$ cat config.mk
export PLATFORM = sky130hd
export DESIGN_NAME = tadc_ctrl
export DESIGN_NICKNAME = d
export VERILOG_FILES = /design/src/tadc_pkg.sv /design/src/tadc_clkdiv.sv /design/src/tadc_ctrl.sv
export SDC_FILE = /design/constraint.sdc
export NUM_CORES = 1
export LEC_CHECK = 0
export BUFFER_PORTS_ARGS = -buffer_cell sky130_fd_sc_hd__buf_2
export CAP_MARGIN = 5
export CORE_MARGIN = 2
export CORE_UTILIZATION = 35
export DETAILED_ROUTE_END_ITERATION = 8
export PLACE_DENSITY = 0.53
export SLEW_MARGIN = 5
export SYNTH_ARGS = -nofsm -noshare
export SYNTH_HDL_FRONTEND = slang
export SYNTH_SLANG_ARGS = --single-unit
export TNS_END_PERCENT = 50
$ cat constraint.sdc
create_clock -name pclk -period 5.7 [get_ports pclk]
set_input_delay 0.57 -clock pclk [delete_from_list [all_inputs] [get_ports pclk]]
set_output_delay 0.57 -clock pclk [all_outputs]
set_load 0.01 [all_outputs]
$ cat src/tadc_pkg.sv
// Package for the touch ADC conversion-control block.
// Assumes a single 40 MHz pclk domain; used by tadc_ctrl and its bench.
package tadc_pkg;
    // Register byte addresses on APB
    localparam logic [11:0] ADDR_CTRL1 = 12'h000;
    localparam logic [11:0] ADDR_CTRL2 = 12'h004;
    localparam logic [11:0] ADDR_SEQ0 = 12'h008;
    localparam logic [11:0] ADDR_SEQ1 = 12'h00C;
    localparam logic [11:0] ADDR_STATUS = 12'h010;
    localparam logic [11:0] ADDR_CONV = 12'h014;
    // Reset values
    localparam logic [11:0] CTRL_RESET = 12'h000;
    // Main control word field positions
    localparam int SDS_BIT = 11;
    localparam int CH_LSB = 7;
    localparam int RB_LSB = 2;
    // Mode codes
    localparam logic [1:0] MODE_IDLE = 2'h0;
    localparam logic [1:0] MODE_SINGLE = 2'h1;
    localparam logic [1:0] MODE_SLAVE_SEQ = 2'h2;
    localparam logic [1:0] MODE_MASTER = 2'h3;
    // Channel codes
    localparam logic [3:0] CH_YPOS = 4'h0;
    localparam logic [3:0] CH_XPOS = 4'h1;
    localparam logic [3:0] CH_Z2 = 4'h2;
    localparam logic [3:0] CH_Z1 = 4'hA;
    localparam logic [3:0] CH_LAST = 4'hA;
    // Repeat intervals, in conversion clocks
    localparam int REP_1 = 1024;
    localparam int REP_2 = 2048;
    localparam int REP_3 = 16384;
    // Conversion clock is pclk / CONV_DIV
    localparam int CONV_DIV = 20;
    // Plate switch bit positions: {xp, xm, yp, ym}
    localparam logic [3:0] SW_OFF = 4'h0;
    localparam logic [3:0] SW_Y_ON = 4'h3;
    localparam logic [3:0] SW_X_ON = 4'hC;
    localparam logic [3:0] SW_PRESS = 4'h6;
endpackage
$ cat src/tadc_clkdiv.sv
// Divider giving a one-cycle enable pulse every DIV pclk cycles.
// Assumes a free-running pclk and active-low asynchronous reset.
module tadc_clkdiv #(
    parameter int DIV = 20
) (
    // Clock and reset
    input wire logic pclk,
    input wire logic presetn,
    // Enable output
    output logic tick
);
    typedef struct packed {
        logic [15:0] cnt;
        logic tick;
    } tadc_div_t;
    tadc_div_t s_reg, s_next;

    // Count down and pulse at wrap
    always_comb begin
        s_next = s_reg;
        s_next.tick = 1'b0;
        if (s_reg.cnt == 16'h0000) begin
            s_next.cnt = 16'(DIV - 1);
            s_next.tick = 1'b1;
        end else begin
            s_next.cnt = s_reg.cnt - 16'h0001;
        end
    end

    // State register
    always_ff @(posedge pclk or negedge presetn) begin
        if (!presetn) begin
            s_reg <= '0;
        end else begin
            s_reg <= s_next;
        end
    end

    assign tick = s_reg.tick;
endmodule

$ cat src/tadc_ctrl.sv
// Conversion-control logic of a touch-screen ADC: mode decode, sequencer,
// repeat timer, plate switch drive. APB slave for its registers.
// Assumes the analog core reports conversion end with conv_done, and
// the touch detector gives a synchronous touched level.
module tadc_ctrl (
    // Clock and reset
    input wire logic pclk,
    input wire logic presetn,
    // APB slave
    input wire logic psel,
    input wire logic penable,
    input wire logic pwrite,
    input wire logic [11:0] paddr,
    input wire logic [31:0] pwdata,
    output logic [31:0] prdata,
    output logic pready,
    output logic pslverr,
    // Analog core and touch detector
    input wire logic touched,
    input wire logic conv_done,
    output logic conv_start,
    output logic [3:0] input_channel_code,
    output logic single_diff_select,
    output logic [3:0] plate_sw
);
    typedef enum logic [1:0] {ST_IDLE, ST_PICK, ST_CONV, ST_WAIT} tadc_st_t;

    typedef struct packed {
        logic [11:0] ctrl1;
        logic [11:0] ctrl2;
        logic [11:0] seq0;
        logic [11:0] seq1;
        tadc_st_t st;
        logic [3:0] ch;
        logic [14:0] rep_cnt;
        logic prev_touch;
        logic [31:0] prdata;
        logic pslverr;
        logic conv_start;
        logic [3:0] chan_out;
        logic sds_out;
        logic [3:0] sw;
        logic busy;
    } tadc_state_t;

    tadc_state_t s_reg, s_next;
    logic tick;
    logic wr_en;
    logic rd_en;
    logic [1:0] mode;
    logic [11:0] seq_sel;
    logic [3:0] nxt_ch;
    logic found;
    logic [14:0] rep_len;
    logic [3:0] sw_pat;

    // Conversion clock enable
    tadc_clkdiv #(.DIV(tadc_pkg::CONV_DIV)) u_div (
        .pclk(pclk),
        .presetn(presetn),
        .tick(tick)
    );

    // APB strobes; reads decode in the setup phase so data stands at the access edge
    assign wr_en = psel & penable & pwrite;
    assign rd_en = psel & ~penable & ~pwrite;
    assign mode = s_reg.ctrl1[1:0];
    assign seq_sel = (mode == tadc_pkg::MODE_MASTER) ? s_reg.seq1 : s_reg.seq0;

    always_comb begin
        case (s_reg.ctrl2[1:0])
            2'h1: rep_len = 15'(tadc_pkg::REP_1 - 1);
            2'h2: rep_len = 15'(tadc_pkg::REP_2 - 1);
            2'h3: rep_len = 15'(tadc_pkg::REP_3 - 1);
            default: rep_len = 15'h0000;
        endcase
    end

    // next enabled channel at or above s_reg.ch
    always_comb begin
        nxt_ch = 4'h0;
        found = 1'b0;
        for (int i = 10; i >= 0; i--) begin
            if (seq_sel[11 - i] && (4'(i) >= s_reg.ch)) begin
                nxt_ch = 4'(i);
                found = 1'b1;
            end
        end
    end

    always_comb begin
        case (s_reg.ch)
            tadc_pkg::CH_YPOS: sw_pat = tadc_pkg::SW_Y_ON;
            tadc_pkg::CH_XPOS: sw_pat = tadc_pkg::SW_X_ON;
            tadc_pkg::CH_Z2: sw_pat = tadc_pkg::SW_PRESS;
            tadc_pkg::CH_Z1: sw_pat = tadc_pkg::SW_PRESS;
            default: sw_pat = tadc_pkg::SW_OFF;
        endcase
    end

    // Sequencer, register file and outputs
    always_comb begin
        s_next = s_reg;
        s_next.conv_start = 1'b0;
        s_next.prev_touch = touched;
        // Error flag decoded in setup, held through the access phase
        s_next.pslverr = s_reg.pslverr & psel & penable;
        if (psel && !penable && pwrite) begin
            case (paddr)
                tadc_pkg::ADDR_CTRL1, tadc_pkg::ADDR_CTRL2,
                tadc_pkg::ADDR_SEQ0, tadc_pkg::ADDR_SEQ1: s_next.pslverr = 1'b0;
                default: s_next.pslverr = 1'b1;
            endcase
        end
        // Register writes; main control write restarts the sequencer
        if (wr_en) begin
            case (paddr)
                tadc_pkg::ADDR_CTRL1: begin
                    s_next.ctrl1 = pwdata[11:0];
                    s_next.st = ST_IDLE;
                end
                tadc_pkg::ADDR_CTRL2: s_next.ctrl2 = pwdata[11:0];
                tadc_pkg::ADDR_SEQ0: s_next.seq0 = pwdata[11:0];
                tadc_pkg::ADDR_SEQ1: s_next.seq1 = pwdata[11:0];
                default: ;
            endcase
        end
        if (rd_en) begin
            case (paddr)
                tadc_pkg::ADDR_CTRL1: s_next.prdata = {20'h00000, s_reg.ctrl1};
                tadc_pkg::ADDR_CTRL2: s_next.prdata = {20'h00000, s_reg.ctrl2};
                tadc_pkg::ADDR_SEQ0: s_next.prdata = {20'h00000, s_reg.seq0};
                tadc_pkg::ADDR_SEQ1: s_next.prdata = {20'h00000, s_reg.seq1};
                tadc_pkg::ADDR_STATUS: s_next.prdata = {26'h0000000, s_reg.busy,
                                                        touched, s_reg.ch};
                default: begin
                    s_next.prdata = 32'h00000000;
                    s_next.pslverr = 1'b1;
                end
            endcase
        end
        if (!(wr_en && paddr == tadc_pkg::ADDR_CTRL1)) begin
            case (s_reg.st)
                ST_IDLE: begin
                    s_next.busy = 1'b0;
                    s_next.ch = 4'h0;
                    case (mode)
                        tadc_pkg::MODE_SINGLE: begin
                            s_next.ch = s_reg.ctrl1[tadc_pkg::CH_LSB +: 4];
                            s_next.st = ST_PICK;
                        end
                        tadc_pkg::MODE_SLAVE_SEQ: s_next.st = ST_PICK;
                        // wait for touch; a rising edge of touched starts at once
                        tadc_pkg::MODE_MASTER: begin
                            if (touched && !s_reg.prev_touch) begin
                                s_next.st = ST_PICK;
                            end
                        end
                        default: s_next.st = ST_IDLE;
                    endcase
                end
                ST_PICK: begin
                    if (mode == tadc_pkg::MODE_SINGLE) begin
                        if (s_reg.ch <= tadc_pkg::CH_LAST) begin
                            s_next.st = ST_CONV;
                            s_next.conv_start = 1'b1;
                            s_next.busy = 1'b1;
                        end else begin
                            s_next.st = ST_WAIT;
                        end
                    end else if (found) begin
                        s_next.ch = nxt_ch;
                        s_next.st = ST_CONV;
                        s_next.conv_start = 1'b1;
                        s_next.busy = 1'b1;
                    end else begin
                        s_next.st = ST_WAIT;
                    end
                    s_next.rep_cnt = rep_len;
                end
                ST_CONV: begin
                    if (conv_done) begin
                        s_next.busy = 1'b0;
                        if (mode == tadc_pkg::MODE_SINGLE || s_reg.ch == tadc_pkg::CH_LAST)
                        begin
                            s_next.st = ST_WAIT;
                        end else begin
                            s_next.ch = s_reg.ch + 4'h1;
                            s_next.st = ST_PICK;
                        end
                    end
                end
                ST_WAIT: begin
                    s_next.busy = 1'b0;
                    if (mode == tadc_pkg::MODE_MASTER) begin
                        if (!touched) begin
                            s_next.st = ST_IDLE;
                        end else if (s_reg.ctrl2[1:0] != 2'h0 && tick) begin
                            if (s_reg.rep_cnt == 15'h0000) begin
                                s_next.ch = 4'h0;
                                s_next.st = ST_PICK;
                            end else begin
                                s_next.rep_cnt = s_reg.rep_cnt - 15'h0001;
                            end
                        end
                    // zero interval returns mode to idle
                    end else if (s_reg.ctrl2[1:0] == 2'h0) begin
                        s_next.ctrl1[1:0] = tadc_pkg::MODE_IDLE;
                        s_next.st = ST_IDLE;
                    end else if (tick) begin
                        if (s_reg.rep_cnt == 15'h0000) begin
                            s_next.ch = (mode == tadc_pkg::MODE_SINGLE) ?
                                s_reg.ctrl1[tadc_pkg::CH_LSB +: 4] : 4'h0;
                            s_next.st = ST_PICK;
                        end else begin
                            s_next.rep_cnt = s_reg.rep_cnt - 15'h0001;
                        end
                    end
                end
                default: s_next.st = ST_IDLE;
            endcase
        end
        s_next.sw = (s_next.st == ST_CONV) ? sw_pat : tadc_pkg::SW_OFF;
        if (s_next.st == ST_CONV && s_reg.st != ST_CONV) begin
            case (s_next.ch)
                tadc_pkg::CH_YPOS: s_next.sw = tadc_pkg::SW_Y_ON;
                tadc_pkg::CH_XPOS: s_next.sw = tadc_pkg::SW_X_ON;
                tadc_pkg::CH_Z2: s_next.sw = tadc_pkg::SW_PRESS;
                tadc_pkg::CH_Z1: s_next.sw = tadc_pkg::SW_PRESS;
                default: s_next.sw = tadc_pkg::SW_OFF;
            endcase
        end
        s_next.chan_out = s_next.ch;
        s_next.sds_out = s_next.ctrl1[tadc_pkg::SDS_BIT];
    end

    always_ff @(posedge pclk or negedge presetn) begin
        if (!presetn) begin
            s_reg <= '0;
            s_reg.ctrl1 <= tadc_pkg::CTRL_RESET;
            s_reg.ctrl2 <= tadc_pkg::CTRL_RESET;
            s_reg.st <= ST_IDLE;
        end else begin
            s_reg <= s_next;
        end
    end

    // Outputs straight from flip-flops; pready tied high (zero wait)
    assign prdata = s_reg.prdata;
    assign pready = 1'b1;
    assign pslverr = s_reg.pslverr;
    assign conv_start = s_reg.conv_start;
    assign input_channel_code = s_reg.chan_out;
    assign single_diff_select = s_reg.sds_out;
    assign plate_sw = s_reg.sw;
endmodule

# == After elaboration in Yosys (flattened, before gate mapping) ==
# Index checks and enable logic that the tools add are counted.
# totals
out_inout_bits,44
regBits,107
# classes
eq_ne,28
n_reduce_logical,41
n_lt_le_gt_ge,12
mux,79
add_sub_neg,3
bitwise_logic,9
# ops
op,count
21-bit 2-to-1 mux,4
4-bit 2-to-1 mux,17
12-bit 2-to-1 mux,5
12-bit one-hot mux with 5 select lines,1
50-bit 2-to-1 mux,1
14-bit one-hot mux with 3 select lines,1
19-bit 2-to-1 mux,2
15-bit one-hot mux with 2 select lines,1
1-bit 2-to-1 mux,28
12-bit by 4-bit equality test with 1-bit output (second input constant),2
4-bit one-hot mux with 3 select lines,2
6-bit one-hot mux with 4 select lines,1
2-bit 2-to-1 mux,9
6-bit 2-to-1 mux,3
1-bit logical AND,17
3-bit by 4-bit greater-or-equal comparator with 1-bit output (first input constant),4
16-bit zero test,1
16-bit 2-to-1 mux,1
16-bit by 1-bit subtractor with 16-bit output (second input constant),1
15-bit zero test,1
15-bit 2-to-1 mux,1
3-bit inequality test (second input constant),5
15-bit by 1-bit subtractor with 15-bit output (second input constant),1
2-bit equality test (second input constant),7
29 further kinds,56

# == Longest topological paths before layout ==
# logic_depth
ltp_word,22
depth_mapped,12
mapped_depth_nobuf,11

# == Modules after synthesis ==
# From an unflattened synthesis, not the netlist that was laid out.
# unflattened
cells_unflattened,669
hier_area_um2,6378.6
# by_module_without_submodules
mod,instances,cells_per_inst,seq_area_each_um2,area_per_inst_um2
tadc_ctrl,1,591,2227.1,5525.3
tadc_clkdiv,1,78,425.4,853.3

# == Least setup slack after synthesis ==
# No wires, ideal clock.
# synth_timing
path_type,reg-to-reg
startpoint,"register, netlist name input_channel_code[0]"
endpoint,register s_reg (netlist bit plate_sw[2])
path_slack_ps,3036
n_path_buf,1
setup_ps,141
stages_incl_launch_ff,12
synth_period_minus_slack_ps,2664
arrival_ps,2524
path_cell_list,dfrtp_1 > clkbuf_1 > inv_1 > ha_1 > inv_1 > a2111o_1 > and4_4 > and3_4 > or4_4 > nand4_1 > nand4b_1 > nand3_1
# synth_rtl
element,line,text
end signal: assignment,tadc_ctrl.sv:244,s_reg <= s_next;
end: declaration,tadc_ctrl.sv:46,"tadc_state_t s_reg, s_next;"

==> reports/results.tsv <==
stage	metric	value	unit
cells_and_area	drive_gt1_frac	0.180	
cells_and_area	fill_cells	1693	
clock_tree	cts_sinks	106	
route	first_pass_iters	5	
cells_and_area	multiInputGateArea	2950	um^2
pwr	leakage	3.14	nW
timing	final_hold_viol_count	0	
clock_tree	postCtsSetupRepairBufs	0	
floorplan	pin_count	95	
hold_path	hp-class	primary input to asynchronous set/reset pin	
global_routing	grt_pass1_wl	25300	um
global_routing	grt_usage	0.175	
clock_tree	clock_latency	360	ps
timing	clock_skew	9.47	ps
clock_tree	htree_num_levels	3	
timing	worstMarginPinSlew	1260	ps
logic_synthesis	synthFlopType	dfrtp_1	
clock_tree	clockBufferDepth	2	
timing	rsz0062_at_grt	no	
timing	slew_headroom	0.156	
setup_path	cpMostUsedCell	nand3_1	
setup_path	cp.required	5920	ps
clock_tree	cts_tree	built	
floorplan	die_w	136	um
timing	fin_setup_tns	0	ps
route	drc	0	
setup_path	crit_chain	ha_1 > mux2i_1 > a211oi_1 > nor4_1 > and3_4 > a21boi_0 > and3_1 > nand3_1 > nand2b_1 > nand3_1	
timing	setup_violations	0	
placement	gp_congestion	0.865	
pwr	total_power	1.95	mW
global_routing	overflow	0	
global_routing	grt_max_degree	60	
placement	io_buffer_count	53	
clock_tree	cts_hold_buf	0	
timing	whs	230	ps
clock_tree	cts_made_buffers	9	
logic_synthesis	synth_cell_type_count	66	
route	vias_per_cell	5.44	
setup_path	worstPathMaxFanout	19	
cells_and_area	largest_register_ffs	65	
floorplan	start_util	0.354	
floorplan	die_h	136	um
timing	fin_crit	3690	ps
floorplan	num_rows	48	
setup_path	cpPeakStageDelay	800	ps
floorplan	fp.dieArea	18400	um^2
logic_synthesis	synth_seq_cells	106	
pwr	peakVddDrop	0.000165	V
route	num_vias	4857	
logic_synthesis	synth_seq_area_share	0.438	
setup_path	critPathCaptureType	flip-flop	
route	finalWirelength	15300	um
logic_synthesis	synth_area	6060	um^2
placement	dpl.hpwl	10700	um
cells_and_area	fin_util	0.383	
setup_path	path_class	flip-flop to flip-flop	
setup_path	start_kind	flip-flop	
setup_path	critPathSlowestCell	ha_1	
logic_synthesis	avgSynthCellArea	9.31	um^2
pwr	power_density	298	nW/um^2
timing	max_freq	271	MHz
route	ant_nets	0	
global_routing	antenna_found_initial	0	
logic_synthesis	syn_inst	651	
floorplan	fp.coreArea	17100	um^2
flow_run	maxCapViolCount	0	
logic_synthesis	synth_edf_count	0	
clock_tree	path_clk_slew	70	ps
clock_tree	cts-root-buf	clkbuf_16	
run_status	status	finished clean	
clock_tree	cts-resized-gates	0	
cells_and_area	antennaDiodeCount	0	
timing	timing.final.crit_share	0.647	
route	first_iter_violations	433	
timing	slew_violations	0	
cells_and_area	seq_area	2650	um^2
cells_and_area	flow.area_growth_from_synthesis	8.30	%
route	wire_per_inst	17.2	um
setup_path	crit_arrival	3900	ps
cells_and_area	layout.nets	724	
global_routing	grt_pass1_vias	4896	
logic_synthesis	async_flop_share	1.00	
logic_synthesis	ys_warn_count	0	
cells in the mapped netlist, types with 4 or more instances:
library cell,number,area [um^2]
nor3_1,14,70.1
o21ai_0,48,240
mux2_2,39,439
mux2i_1,13,130
or3_1,5,31.3
nand2b_1,8,50.1
inv_1,21,78.8
a211oi_1,4,30.0
a221oi_1,8,70.1
nor2_1,47,176
xor2_1,5,43.8
buf_2,9,45.0
xnor2_1,8,70.1
buf_4,42,315
a21oi_1,24,120
dfrtp_1,106,2650
nor2b_1,6,37.5
nand3_1,17,85.1
a22o_1,11,96.3
a21boi_0,4,30.0
a222oi_1,6,60.1
nand4_1,5,31.3
a31oi_1,5,31.3
clkbuf_1,19,71.3
nor4_1,11,68.8
ha_1,9,113
nand2_1,89,334
and3_1,5,31.3
or4_1,4,30.0
per-layer routing:
layer  wire length [um]  part of all wire  vias to the layer above  track usage
met4                235             0.015                        0       0.0515
met1               6710              0.44                     2369        0.223
li1                   -                 -                     2295            -
met5                  0                 0                        -            0
met3                903             0.059                       20       0.0408
met2               7480              0.49                      173        0.297
report_power, final:
| group | internal, mW | switching, mW |
|---|---|---|
| sequential | 0.782 | 0.0989 |
| combinational | 0.152 | 0.282 |
| clock | 0.353 | 0.286 |
worst max-delay path, delay by kind of cell, from the launching register on:
kind            cells  cell delay, ps
simple gates        6            1610
fa+ha+maj           1             800
compound gates      2             280
flops               1             420
mux                 1             420
cell families (layout without fill, tap and decap cells):
family / count (synthesis) / after routing / synth area share
simple gates: 230 / 230 / 0.182
compound gates: 144 / 144 / 0.159
flops: 106 / 106 / 0.438
buf+inv: 95 / 93 / 0.0879
mux: 52 / 52 / 0.0939
xor+xnor: 13 / 13 / 0.0188
fa+ha+maj: 9 / 9 / 0.0186
other cells: 2 / 21 / 0.00124
path summary, 6_finish.rpt:
kind | from | endpoint | slack [ps] | cells past startpoint
worst max-delay path | mode[0]$_DFF_PN0_ | plate_sw[2]$_DFF_PN0_ | 2010 | 10
worst min-delay path | presetn | prdata[3]$_DFFE_PN0P_ | 230 | 1
worst max register to register | mode[0]$_DFF_PN0_ | plate_sw[2]$_DFF_PN0_ | 2010 | 10
worst min register to register | prdata[5]$_DFFE_PN0P_ | prdata[5]$_DFFE_PN0P_ | 470 | 2
max in group asynchronous | presetn | prdata[8]$_DFFE_PN0P_ | 4260 | 2
min in group pclk | touched | s_reg[44]$_DFF_PN0_ | 440 | 1
area by class of cell:
| cell class | count | share of cell area |
|---|---|---|
| Inverter | 21 | 0.0120 |
| Tap cell | 225 | 0.0429 |
| Sequential cell | 106 | 0.404 |
| Multi-Input combinational cell | 469 | 0.450 |
| Clock inverter | 5 | 0.00953 |
| Clock buffer | 10 | 0.0364 |
| Timing Repair Buffer | 57 | 0.0454 |
stage by stage:
stage,instance area (um^2),std cells,setup slack [ps]
floorplan,6130,670,3040
CTS,6560,893,2110
global placement,6260,878,2180
detailed placement,6260,878,2180
finish,6560,893,2010
global route,6560,893,1760
placed cells by master, fill, tap and decap left out, types with 5 or more instances in the layout:
cell	n
a21oi_1	24
a221oi_1	8
a222oi_1	6
a22o_1	11
a31oi_1	5
and3_1	5
buf_2	52
buf_4	5
clkbuf_16	9
conb_1	21
dfrtp_1	106
ha_1	9
inv_1	21
mux2_2	39
mux2i_1	13
nand2_1	89
nand2b_1	8
nand3_1	17
nand4_1	5
nor2_1	47
nor2b_1	6
nor3_1	13
nor4_1	11
o21ai_0	48
or3_1	5
xnor2_1	8
xor2_1	5
No activity file was read; power rests on OpenSTA's default activity.
